**src/hw/mcp_pkg.sv**
```systemverilog
/*
 * Shared constants and types for the card pin mode controller.
 * Assumes byte addresses on an 8-bit register port, 32-bit data.
 */
package mcp_pkg;

    // Register port
    localparam int ADDR_W = 8;
    localparam logic [ADDR_W-1:0] A_CTRL = 8'h00;
    localparam logic [ADDR_W-1:0] A_CMD = 8'h04;
    localparam logic [ADDR_W-1:0] A_STAT = 8'h08;
    localparam logic [ADDR_W-1:0] A_TXD = 8'h0C;
    localparam logic [ADDR_W-1:0] A_RCA = 8'h10;
    localparam logic [ADDR_W-1:0] A_DSR = 8'h14;
    // Information window: bit 7 set, word index in bits 6:2
    localparam int INFO_SEL_BIT = 7;
    localparam int INFO_IDX_W = 5;

    // Command register bit positions (bits 0-3 act when written one, bits 4-5 carry values)
    localparam int CB_WIDTH = 0;
    localparam int CB_PULLUP = 1;
    localparam int CB_RESET = 2;
    localparam int CB_APPROVE = 3;
    localparam int CB_WIDE = 4;
    localparam int CB_CONNECT = 5;

    // Information window layout, in 32-bit words
    localparam int IDENT_BITS = 128;
    localparam int CSD_BITS = 128;
    localparam int CONF_BITS = 64;
    localparam int OPCOND_BITS = 32;
    localparam int CSTAT_BITS = 32;
    localparam int EXT_BITS = 512;
    localparam int IW_IDENT = 0;
    localparam int IW_CSD = IW_IDENT + IDENT_BITS / 32;
    localparam int IW_CONF = IW_CSD + CSD_BITS / 32;
    localparam int IW_OPCOND = IW_CONF + CONF_BITS / 32;
    localparam int IW_CSTAT = IW_OPCOND + OPCOND_BITS / 32;
    localparam int IW_EXT = IW_CSTAT + CSTAT_BITS / 32;
    localparam int INFO_MANDATORY = IW_EXT + EXT_BITS / 32;
    localparam int INFO_MAX = 32;

    // Widths and values after reset
    localparam int RCA_W = 16;
    localparam int DSR_W = 16;
    localparam int PULLUP_KOHM = 50;
    localparam logic PULLUP_RST = 1'b1;
    localparam logic [RCA_W-1:0] RCA_RST = 16'h0000;
    localparam logic [DSR_W-1:0] DSR_RST = 16'h0000;

    // Contact bundle; dat[3] is the detect/data bit 3 line
    typedef struct packed {
        logic cmd;
        logic [3:0] dat;
    } mcp_pins_s;

    typedef struct packed {
        logic cmd_drive;
        logic rdwait_req;
        logic irq_req;
        logic xfer_en;
        logic half_duplex;
        logic diff_mode;
        logic io_mode;
    } mcp_ctrl_s;

    localparam int CTRL_W = $bits(mcp_ctrl_s);
    localparam mcp_ctrl_s CTRL_RST = '0;

    typedef enum logic [1:0] {
        MODE_NATIVE,
        MODE_SPI,
        MODE_DIFF
    } mcp_mode_e;

endpackage

```
**src/hw/mcp_pin_mode.sv**
```systemverilog
/*
 * Card-side pin mode controller: picks native, serial peripheral or
 * differential pin use, owns the detect pull-up, relative address,
 * driver stage and the information words.
 * Assumes a card core on clk_sys behind the register port; the card
 * clock and all contacts arrive asynchronously.
 */
// Implementation choices: the address map and the plain strobed port.
`timescale 1ns/1ns
module mcp_pin_mode #(
    parameter int INFO_WORDS = mcp_pkg::INFO_MANDATORY,
    parameter bit HAS_DSR = 1'b1
) (
    // Clock and power-on reset
    input wire logic clk_sys,
    input wire logic rst,
    // Register port
    input wire logic [mcp_pkg::ADDR_W-1:0] reg_addr,
    input wire logic [31:0] reg_wdata,
    input wire logic reg_wr,
    input wire logic reg_rd,
    output logic [31:0] reg_rdata,
    // Card contacts
    input wire logic card_clk_pin,
    input wire mcp_pkg::mcp_pins_s pin_in,
    output mcp_pkg::mcp_pins_s pin_out,
    output mcp_pkg::mcp_pins_s pin_oe,
    output logic detect_pullup_en,
    // Mode view for the card core
    output logic spi_mode,
    output logic serial_in,
    output logic refclk_on_data,
    output logic lane_zero_drive,
    output logic lane_one_drive,
    output logic [mcp_pkg::RCA_W-1:0] local_addr,
    output logic local_addr_valid,
    output logic [mcp_pkg::DSR_W-1:0] driver_stage
);
    import mcp_pkg::*;

    if (INFO_WORDS < INFO_MANDATORY || INFO_WORDS > INFO_MAX) begin : g_chk
        $error("INFO_WORDS out of range");
    end

    // Two-flop synchroniser for the card clock and every contact
    logic [5:0] sync1_r;
    logic [5:0] sync2_r;
    logic clk_last_r;
    always_ff @(posedge clk_sys) begin
        if (rst) begin
            sync1_r <= '0;
            sync2_r <= '0;
            clk_last_r <= 1'b0;
        end else begin
            sync1_r <= {card_clk_pin, pin_in};
            sync2_r <= sync1_r;
            clk_last_r <= sync2_r[5];
        end
    end

    wire logic clk_s = sync2_r[5];
    wire mcp_pins_s pins_s = mcp_pins_s'(sync2_r[4:0]);
    wire logic clk_fall = clk_last_r & ~clk_s;
    wire logic cs_low = ~pins_s.dat[3];

    // Address decode
    wire logic sel_ctrl = reg_addr == A_CTRL;
    wire logic sel_cmd = reg_addr == A_CMD;
    wire logic sel_stat = reg_addr == A_STAT;
    wire logic sel_txd = reg_addr == A_TXD;
    wire logic sel_rca = reg_addr == A_RCA;
    wire logic sel_dsr = reg_addr == A_DSR;
    wire logic sel_info = reg_addr[INFO_SEL_BIT];
    wire logic [INFO_IDX_W-1:0] info_idx = reg_addr[INFO_IDX_W+1:2];
    wire logic info_ok = 32'(info_idx) < INFO_WORDS;

    wire logic cmd_hit = reg_wr & sel_cmd;
    wire logic width_cmd = cmd_hit & reg_wdata[CB_WIDTH];
    wire logic pullup_cmd = cmd_hit & reg_wdata[CB_PULLUP];
    wire logic reset_cmd = cmd_hit & reg_wdata[CB_RESET];
    wire logic approve_cmd = cmd_hit & reg_wdata[CB_APPROVE];

    // Software-steered control and transmit bits
    mcp_ctrl_s ctrl_r;
    mcp_pins_s txd_r;
    mcp_pins_s txq_r;
    always_ff @(posedge clk_sys) begin
        if (rst) begin
            ctrl_r <= CTRL_RST;
            txd_r <= '1;
            txq_r <= '1;
        end else begin
            if (reg_wr && sel_ctrl) begin
                ctrl_r <= mcp_ctrl_s'(reg_wdata[CTRL_W-1:0]);
            end
            if (reg_wr && sel_txd) begin
                txd_r <= mcp_pins_s'(reg_wdata[4:0]);
            end
            // Outputs change on the card clock's falling edge so the
            // host sees them settled at its rising edge
            if (clk_fall) begin
                txq_r <= txd_r;
            end
        end
    end

    // Mode, width, pull-up and address state
    logic spi_r;
    logic wide_r;
    logic pullup_r;
    logic rca_ok_r;
    logic [RCA_W-1:0] rca_r;
    logic [DSR_W-1:0] dsr_r;
    always_ff @(posedge clk_sys) begin
        if (rst) begin
            spi_r <= 1'b0;
            wide_r <= 1'b0;
            pullup_r <= PULLUP_RST;
            rca_ok_r <= 1'b0;
            rca_r <= RCA_RST;
        end else begin
            if (reset_cmd) begin
                spi_r <= cs_low;
                wide_r <= 1'b0;
                rca_ok_r <= 1'b0;
                rca_r <= RCA_RST;
            end else begin
                if (width_cmd && !spi_r) begin
                    wide_r <= reg_wdata[CB_WIDE];
                end
                if (approve_cmd && !spi_r) begin
                    rca_ok_r <= 1'b1;
                end
                // Proposal is frozen once the host has approved it
                if (reg_wr && sel_rca && !spi_r && !rca_ok_r) begin
                    rca_r <= reg_wdata[RCA_W-1:0];
                end
            end
            if (pullup_cmd) begin
                pullup_r <= reg_wdata[CB_CONNECT];
            end
        end
    end

    always_ff @(posedge clk_sys) begin
        if (rst) begin
            dsr_r <= DSR_RST;
        end else if (reg_wr && sel_dsr && HAS_DSR) begin
            dsr_r <= reg_wdata[DSR_W-1:0];
        end
    end

    // Information words, loaded by the card core
    logic [31:0] info_mem [INFO_WORDS];
    always_ff @(posedge clk_sys) begin
        if (reg_wr && sel_info && info_ok) begin
            info_mem[info_idx] <= reg_wdata;
        end
    end

    // Pin direction and level per mode
    mcp_mode_e mode;
    assign mode = ctrl_r.diff_mode ? MODE_DIFF :
        (spi_r ? MODE_SPI : MODE_NATIVE);
    wire logic io_irq = ctrl_r.io_mode & ctrl_r.irq_req;
    wire logic busy_wide = ctrl_r.xfer_en & wide_r;

    mcp_pins_s oe_nxt;
    mcp_pins_s out_nxt;
    always_comb begin
        oe_nxt = '0;
        out_nxt = txq_r;
        unique case (mode)
            MODE_DIFF: begin
                // Lines 0/1 carry the reference clock, line 2 shows the interrupt, rest left alone
                if (io_irq) begin
                    oe_nxt.dat[2] = 1'b1;
                    out_nxt.dat[2] = 1'b0;
                end
            end
            MODE_SPI: begin
                if (cs_low) begin
                    oe_nxt.dat[0] = 1'b1;
                end
            end
            MODE_NATIVE: begin
                if (ctrl_r.xfer_en) begin
                    oe_nxt.dat[0] = 1'b1;
                    oe_nxt.dat[3:1] = {3{wide_r}};
                end
                oe_nxt.cmd = ctrl_r.cmd_drive;
                if (io_irq && !busy_wide) begin
                    oe_nxt.dat[1] = 1'b1;
                    out_nxt.dat[1] = 1'b0;
                end
                if (ctrl_r.io_mode && ctrl_r.rdwait_req && wide_r) begin
                    oe_nxt.dat[2] = 1'b1;
                    out_nxt.dat[2] = 1'b0;
                end
            end
            default: begin
                oe_nxt = '0;
            end
        endcase
    end

    mcp_pins_s pin_oe_r;
    mcp_pins_s pin_out_r;
    always_ff @(posedge clk_sys) begin
        if (rst) begin
            pin_oe_r <= '0;
            pin_out_r <= '1;
        end else begin
            pin_oe_r <= oe_nxt;
            pin_out_r <= out_nxt;
        end
    end

    // Register read-back
    logic [31:0] rd_nxt;
    logic [31:0] rdata_r;
    always_comb begin
        rd_nxt = '0;
        if (sel_ctrl) begin
            rd_nxt = 32'(ctrl_r);
        end else if (sel_stat) begin
            rd_nxt = {22'h000000, pins_s, clk_s, rca_ok_r, pullup_r,
                wide_r, spi_r};
        end else if (sel_txd) begin
            rd_nxt = 32'(txd_r);
        end else if (sel_rca && !spi_r) begin
            rd_nxt = 32'(rca_r);
        end else if (sel_info && info_ok) begin
            rd_nxt = info_mem[info_idx];
        end
    end

    always_ff @(posedge clk_sys) begin
        if (rst) begin
            rdata_r <= '0;
        end else begin
            rdata_r <= reg_rd ? rd_nxt : '0;
        end
    end

    assign reg_rdata = rdata_r;
    assign pin_oe = pin_oe_r;
    assign pin_out = pin_out_r;
    assign detect_pullup_en = pullup_r;
    assign spi_mode = spi_r;
    assign serial_in = spi_r & pins_s.cmd;
    assign refclk_on_data = ctrl_r.diff_mode;
    assign lane_zero_drive = ctrl_r.diff_mode & ctrl_r.half_duplex;
    assign lane_one_drive = ctrl_r.diff_mode;
    assign local_addr_valid = rca_ok_r & ~spi_r;
    assign local_addr = local_addr_valid ? rca_r : RCA_RST;
    assign driver_stage = dsr_r;
endmodule

```
**config.mk**
```make
export PLATFORM = sky130hd
export DESIGN_NAME = mcp_pin_mode
export DESIGN_NICKNAME = d
export VERILOG_FILES = /design/src/hw/mcp_pkg.sv /design/src/hw/mcp_pin_mode.sv
export SDC_FILE = /design/constraint.sdc
export NUM_CORES = 1
export LEC_CHECK = 0
export BUFFER_PORTS_ARGS = -buffer_cell sky130_fd_sc_hd__buf_2
export CORE_ASPECT_RATIO = 1.2
export CORE_UTILIZATION = 30
export CTS_BUF_LIST = sky130_fd_sc_hd__clkbuf_4
export DETAILED_ROUTE_END_ITERATION = 8
export SLEW_MARGIN = 20
export SYNTH_ARGS = -nofsm -noshare
export SYNTH_HDL_FRONTEND = slang
export SYNTH_SLANG_ARGS = --single-unit
```
**constraint.sdc**
```tcl
create_clock -name clk_sys -period 7.8 [get_ports clk_sys]
set_clock_uncertainty 0.15 [all_clocks]
set_input_delay 1.17 -clock clk_sys [delete_from_list [all_inputs] [get_ports clk_sys]]
set_output_delay 1.17 -clock clk_sys [all_outputs]
set_load 0.05 [all_outputs]
```
==> results.md, run 1 <==
* Outcome: complete, no violations
* Worst-Skew Late Latency at 1.12 ns
* Tot GR Track Use at 15.6%
* Synth Flop Type: edfxtp_1
* Worst-margin pin slew at 1.05 ns
* Initial core utilization at 30.4%
* Nets at 2236
* Final Setup Violations at 0
* Maxcap violations at 0
* I/O Pins at 131
* Row count at 142
* Worst path slowest cell: nor2b_2
* Psw at 2410 uW
* Post-synth net total at 1921
* Clock power share at 39.7%
* Via density at 4.99
* Max frequency at 238 MHz
* Die outline height at 392 um
* Drt drc at 0
* Crit path launch type: flip-flop
* Ys async rst share at 0%
* Die footprint at 128000 um2
* Synth warn at 0
* Critical Path, Cell by Cell: nor2b_2 -> and2_1 -> buf_2
* First-pass DRT Iterations at 5
* Reg2Reg Depth at 5
* Yosys cell types at 55
* RSZ-0062 raised after global routing: false
* Largest net degree at the start of global routing at 96
* Pins Over Slew Limit at 0
* Critical path class: flip-flop to output port
* Clock Sink Count at 1004
* Top Metal Used: met5
* Tmin final at 4.20 ns
* Sequential share of power at 55.5%
* Peak supply drop at 0.106 mV
* Internal power at 8230 uW
* WP buf/inv at 1
* DR WL/cell at 24.7 um
* Worst Hold Depth at 2
* Setup TNS at 0 ns
* Core area at 125000 um2
* Switching share of power at 22.6%
* Clk buf depth at 3
* Seq cells post-synth at 1004
* Worst path max stage delay at 0.64 ns
* Total CTS buffers at 235
* Syn avg cell area at 20.4 um2
* Clock transition at path regs at 0.07 ns
* Slew HR at 30.1%
* DR WL met3 at 8.79 mm
* CTS root buf: clkbuf_4
* Mapped Cells at 1871
* Die Span X at 327 um
* Number of antenna-violating nets in the routed design at 0
* Critical Path AT at 2.88 ns
* First DRT Iteration DRCs at 2000
* Dpl hpwl at 57.2 mm
* Port Buffers at 130
* Vias in the first global route at 21065
* Global-route wire length before repair at 144 mm
* WL met1 at 39.7 mm
* CTS tree: built
* PD cells at 241 nW/um2
* Post-Syn Area at 38100 um2
* Synth-to-layout area growth at 15.7%
* Pre-CTS WS at 2.94 ns
* Number of antenna violations at the first check in global routing at 12
* Tot Pwr at 10600 uW
* Layout cells sized above 1 at 35.5%
* WP depth at 3
* Leakage at 0.0145 uW
* Final Wtd Congestion at 0.800
* Drt total wl at 100 mm
* Post-synthesis sequential area ratio at 76.3%
* Routed via count at 20180
* Grt total ovfl at 0
* EDFF count, synth at 896
* DR WL met2 at 49.7 mm
* Crit share post-route at 53.8%
* Final Hold Viols at 0
* Combinational Power Share at 4.8%
* CP endpoint kind: output port
* Type of the most critical hold path: primary input to flip-flop
* Cell family with most CP delay: simple AND/OR/NAND/NOR gates
* CTS H-Tree Depth at 4
* Maximum fanout along the worst path at 17
* PnR worst setup slack at 3.60 ns
* Critical Path RT at 6.48 ns
flip-flops by register name, summed over array words and instances (netlist names):
| signal | count |
|---|---|
| info_mem | 896 |
| reg_rdata | 32 |
| driver_stage | 16 |
| rca_r | 16 |
| ctrl_r | 6 |
| sync1_r | 6 |
| sync2_r | 6 |
| pin_oe | 5 |
| pin_out | 5 |
| txd_r | 5 |
| out_nxt | 3 |
| txq_r | 2 |
| clk_last_r | 1 |
| detect_pullup_en | 1 |
| lane_one_drive | 1 |
| rca_ok_r | 1 |
| spi_mode | 1 |
| wide_r | 1 |
layer usage:
layer	GRT usage, %	vias to the layer above
met2	25.8	952
li1	-	8485
met5	0	-
met4	5.04	14
met3	4.80	139
met1	19.4	10590
power groups by stage:
stage,clock (uW),combinational [uW],sequential (uW)
4_1_cts,4360,517,5900
2_1_floorplan,0,283,6030
3_5_place_dp,0,515,6020
3_3_place_gp,0,506,6020
5_1_grt,4610,541,5900
6_report,4230,510,5900
path summary, 6_finish.rpt:
check / startpoint / endpoint / slack (ns)
hold / removal: pin_in[4] / sync1_r[4] / 0.19
hold reg to reg: out_nxt[4] / pin_out[4] / 0.29
setup / recovery: spi_mode / local_addr[1] / 3.60
setup reg to reg: spi_mode / rca_r[10] / 4.56
repair_timing:
item,CTS,global route
gates resized for setup,0,0
endpoints found under the hold margin,2,0
hold buffers,2,0
buffers inserted,0,0
synthesized netlist by cell type (15+ instances only):
library cell	number	area (um2)
nor2_1	73	274
nand3_1	16	80.1
buf_4	15	113
buf_2	52	260
edfxtp_1	896	26900
a22oi_1	24	180
a21oi_1	52	260
nand2_1	83	312
mux4_2	230	5180
nor2b_1	28	175
dfxtp_1	108	2160
and2_1	20	125
clkbuf_1	25	93.8
mux2i_1	61	611
o21ai_0	24	120
mux2_2	16	180
cell type report:
class / instances / area (um2)
clock inverter: 81 / 428
antenna: 3 / 7.51
timing repair buffer: 184 / 1190
inverter: 2 / 7.51
multi-input combinational: 759 / 8670
fill: 11847 / 81300
clock buffer: 356 / 2670
sequential: 1004 / 29100
tap: 1656 / 2070
metrics by stage:
stage                     hold slack (ns)  instances  cell area [um2]  utilization (%)
final                               0.194       4045            44100             35.2
after global routing               0.0553       4045            44100             35.2
after CTS                         0.00215       4040            44000             35.1
after detailed placement            0.282       3601            40900             32.6
after global placement              0.279       3599            40900             32.6
after floorplan                     0.259       1871            38100                -
cell families (layout without fill, tap and decap cells):
logic type / count (synthesis) / count (layout) / synth area share [%]
flops: 1004 / 1004 / 76.3
mux: 307 / 307 / 15.7
simple gates: 267 / 267 / 3.36
compound gates: 185 / 185 / 3.14
buf+inv: 108 / 623 / 1.57
other cells: 0 / 3 / 0
placed cells by master (no fill, tap or decap), types with 8 or more instances in the layout:
cell type  synthesis  routed
mux2i_1           61      61
nand2b_1           8       8
o21ai_0           24      24
o21ai_1           11      11
a32oi_1            8       8
nand3_1           16      16
a31oi_1            9       9
clkinv_2           0      12
nor2b_1           28      27
o22ai_1           10      10
edfxtp_1         896     896
buf_4             15      48
clkbuf_4           0     356
and2_1            20      20
a21oi_1           52      52
nand2_1           83      83
dfxtp_1          108     108
mux2_2            16      16
a211o_1            8       8
nor2_4             0      24
buf_2             52     126
clkinv_1           0      56
a21o_1            10      10
mux4_2           230     230
nor2_1            73      49
a22oi_1           24      24
Note: power is estimated with default switching activity, not from simulation.
==> run 2: changes to the inputs <==
Settings changed: ABC_AREA set to 1.
Clock period 7.8 ns to 3.55 ns, I/O delays scaled along.
==> results.md, run 2 <==
* First-pass DRT Iterations at 5 (unchanged)
* Largest family of logic cells by synthesized area: simple AND/OR/NAND/NOR gates
* Grt total ovfl at 0 (unchanged)
* Global-route wire length before repair at 159 mm (+10%)
* Final Setup Violations at 0 (unchanged)
* Sequential share of power at 55.2% (-0.3 points)
* Mapped Cells at 2749 (+47%)
* Die outline height at 390 um (-0.61%)
* Final Wtd Congestion at 0.868 (+8.5%)
* Tot GR Track Use at 16.8% (+1.2 points)
* Combinational Power Share at 5.0% (+0.2 points)
* Drt total wl at 108 mm (+8.5%)
* Hold WS at 0.145 ns (-0.0484 ns)
* CP endpoint kind: flip-flop
* Post-synth net total at 2799 (+46%)
* # fillers at 12101 (+2.1%)
* Crit share post-route at 94.6%
* Top post-synthesis cells by count: edfxtp_1, nand2_1, a22oi_1, a21oi_1, nor2_1
* Outcome: complete, no violations
* Final Hold Viols at 0 (unchanged)
* Synth Area in Compound Gates at 9.40% (+6.3 points)
* Switching share of power at 23.5% (+0.89 points)
* Clk buf depth at 3 (unchanged)
* Most numerous cell in the Yosys netlist: edfxtp_1
* Largest area contributor in the netlist: edfxtp_1
* Internal power at 17900 uW (+120%)
* CTS root buf: clkbuf_4
* Post-synthesis xor/xnor area fraction at 0% (unchanged)
* Core Util, Final at 36.0% (+0.80 points)
* Yosys cell types at 38 (-31%)
* Drt drc at 0 (unchanged)
* Via density at 4.89 (-1.9%)
* Post-synthesis sequential area ratio at 77.2% (+0.94 points)
* Maximum fanout along the worst path at 61 (+44)
* Setup TNS at 0 ns (unchanged)
* Layout cells sized above 1 at 21.3% (-14 points)
* First DRT Iteration DRCs at 2020 (+1.0%)
* Nets at 3210 (+44%)
* Crit path launch type: primary input
* Clock transition at path regs at 0.07 ns (about the same)
* Mux contribution to synthesized area at 0% (-16 points)
* Synth Area in Simple Gates at 10.9% (+7.5 points)
* CTS tree: built
* PD cells at 523 nW/um2 (+120%)
* Initial core utilization at 30.2% (-0.20 points)
* Die footprint at 127000 um2 (-1.2%)
* Type of the most critical hold path: primary input to flip-flop
* Row count at 142 (unchanged)
* Critical Path AT at 4.27 ns (+1.39 ns)
* Die Span X at 325 um (-0.61%)
* Peak supply drop at 0.247 mV (+130%)
* Worst-Skew Late Latency at 1.18 ns (+0.06 ns)
* Worst-margin pin slew at 0.792 ns (-0.257 ns)
* CTS H-Tree Depth at 4 (unchanged)
* Psw at 5520 uW (+130%)
* I/O Pins at 131 (unchanged)
* Critical Path RT at 4.46 ns (-2.02 ns)
* Port Buffers at 130 (unchanged)
* Most common cell after layout, fill and taps aside: edfxtp_1
* Most frequent cells in the layout: edfxtp_1, nand2_1, clkbuf_4, a22oi_1, a21oi_1
* Total CTS buffers at 236 (+0.43%)
* Number of antenna violations at the first check in global routing at 4 (-8)
* Dpl hpwl at 61.9 mm (+8.2%)
* Ys async rst share at 0% (unchanged)
* Seq cells post-synth at 1004 (unchanged)
* Tmin final at 3.36 ns
* Post-Synth Adder-Cell Area at 0% (unchanged)
* Largest net degree at the start of global routing at 72 (-25%)
* Synth-to-layout area growth at 19.2%
* DR WL/cell at 21.6 um (-13%)
* Clock power share at 39.8% (about the same)
* Max frequency at 298 MHz
* Pins Over Slew Limit at 0 (unchanged)
* Post-Syn Area at 37600 um2 (-1.2%)
* Slew HR at 47.2% (+17 points)
* RSZ-0062 raised after global routing: false
* Routed via count at 24546 (+22%)
* Top cells by area, synth: edfxtp_1, nand2_1, a22oi_1
* Syn avg cell area at 13.7 um2 (-33%)
* Critical path class: primary input to flip-flop
* EDFF count, synth at 896 (unchanged)
* Clock Sink Count at 1004 (unchanged)
* Synth Flop Type: edfxtp_1
* Largest Register: info_mem
* Synth warn at 0 (unchanged)
* Leakage at 0.0159 uW (+9.7%)
* Vias in the first global route at 24485 (+16%)
* Maxcap violations at 0 (unchanged)
* Max FFs per register at 896 (unchanged)
* Core area at 125000 um2 (-0.57%)
* Number of antenna-violating nets in the routed design at 0 (unchanged)
* Post-synth top area share at 71.5% (+0.87 points)
[run 2: changes by cell type after synthesis, sizes merged, moves of 11 or more]
cell    before  now
a21oi       52  156
a22oi       24  317
and2        20    4
clkbuf      25   53
inv          2   79
mux2        16    0
mux2i       61    0
mux4       230    0
nand2       83  703
nand3       16   27
nand4        2   41
nor2        74  159
nor2b       28    0
or2          3   34
[run 2: cell families (layout without fill, tap and decap cells)]
group,after synthesis,count (layout)
AO/OA/AOI/OAI,536,536
buffers and inverters,218,825
flip-flops,1004,1004
other,0,3
AND/OR/NAND/NOR,991,991
[run 2: final timing paths]
kind / from / endpoint / slack (ns) / cells after the start
worst min register to register: sync1_r[4] / sync2_r[4] / 0.24 / 2
worst max register to register: spi_mode / rca_r[11] / 0.79 / 6
worst min-delay path: reg_addr[6] / reg_rdata[21] / 0.15 / 6
worst max-delay path: reg_addr[2] / rca_r[6] / 0.19 / 13
[run 2: final cells by class]
type | count | area, um2 | area share [%]
flip-flops and latches | 1004 | 29100 | 64.8
multi-input cells | 1527 | 7860 | 17.5
clock buffers | 352 | 2640 | 5.89
repair buffers | 311 | 2440 | 5.44
well taps | 1656 | 2070 | 4.62
clock inverters | 82 | 462 | 1.03
inverters | 80 | 312 | 0.694
diodes | 3 | 7.51 | 0.0167
[run 2: stage by stage]
stage	cells	setup WS [ns]	total power, uW	instance area [um2]
floorplan	2749	0.0937	13800	37600
global placement	4506	0.556	14300	41000
detailed placement	4506	0.536	14300	41000
CTS	5011	0.00883	23700	44800
global route	5015	0.0630	24400	44900
finish	5015	0.193	23500	44900
[run 2: power groups by stage]
stage	Sequential [uW]	Combinational, uW	Clock, uW
global route	13000	1270	10200
global placement	13200	1100	0
CTS	13000	1170	9580
floorplan	13300	550	0
finish	13000	1170	9330
detailed placement	13200	1110	0
[run 2: routing by layer]
layer  global-route usage [%]  wire (um)  vias to the layer above
li1                         -          -                    11093
met3                     3.23       6980                      195
met1                     20.8      43300                    12290
met4                     6.24       2990                        0
met5                        0          0                        -
met2                     29.2      55200                      968
[run 2: worst max-delay path: stages]
cell and delay [ns]:
dlygate4sd3_1 0.54, buf_2 0.28, inv_4 0.07, buf_6 0.26, nor4_2 0.33, nand2_1 0.07
dlygate4sd3_1 0.57, inv_1 0.13, nand2_1 0.07, dlygate4sd3_1 0.61, nand2_4 0.13, a211oi_1 0.07
dlygate4sd3_1 0.60
[run 2: timing repair]
action                                  4_1_cts  5_1_grt
hold buffers                                 71        1
setup buffers                                 0        1
gates resized for setup                       0        4
endpoints found under the hold margin       993       14
endpoints found under the setup margin        0        8
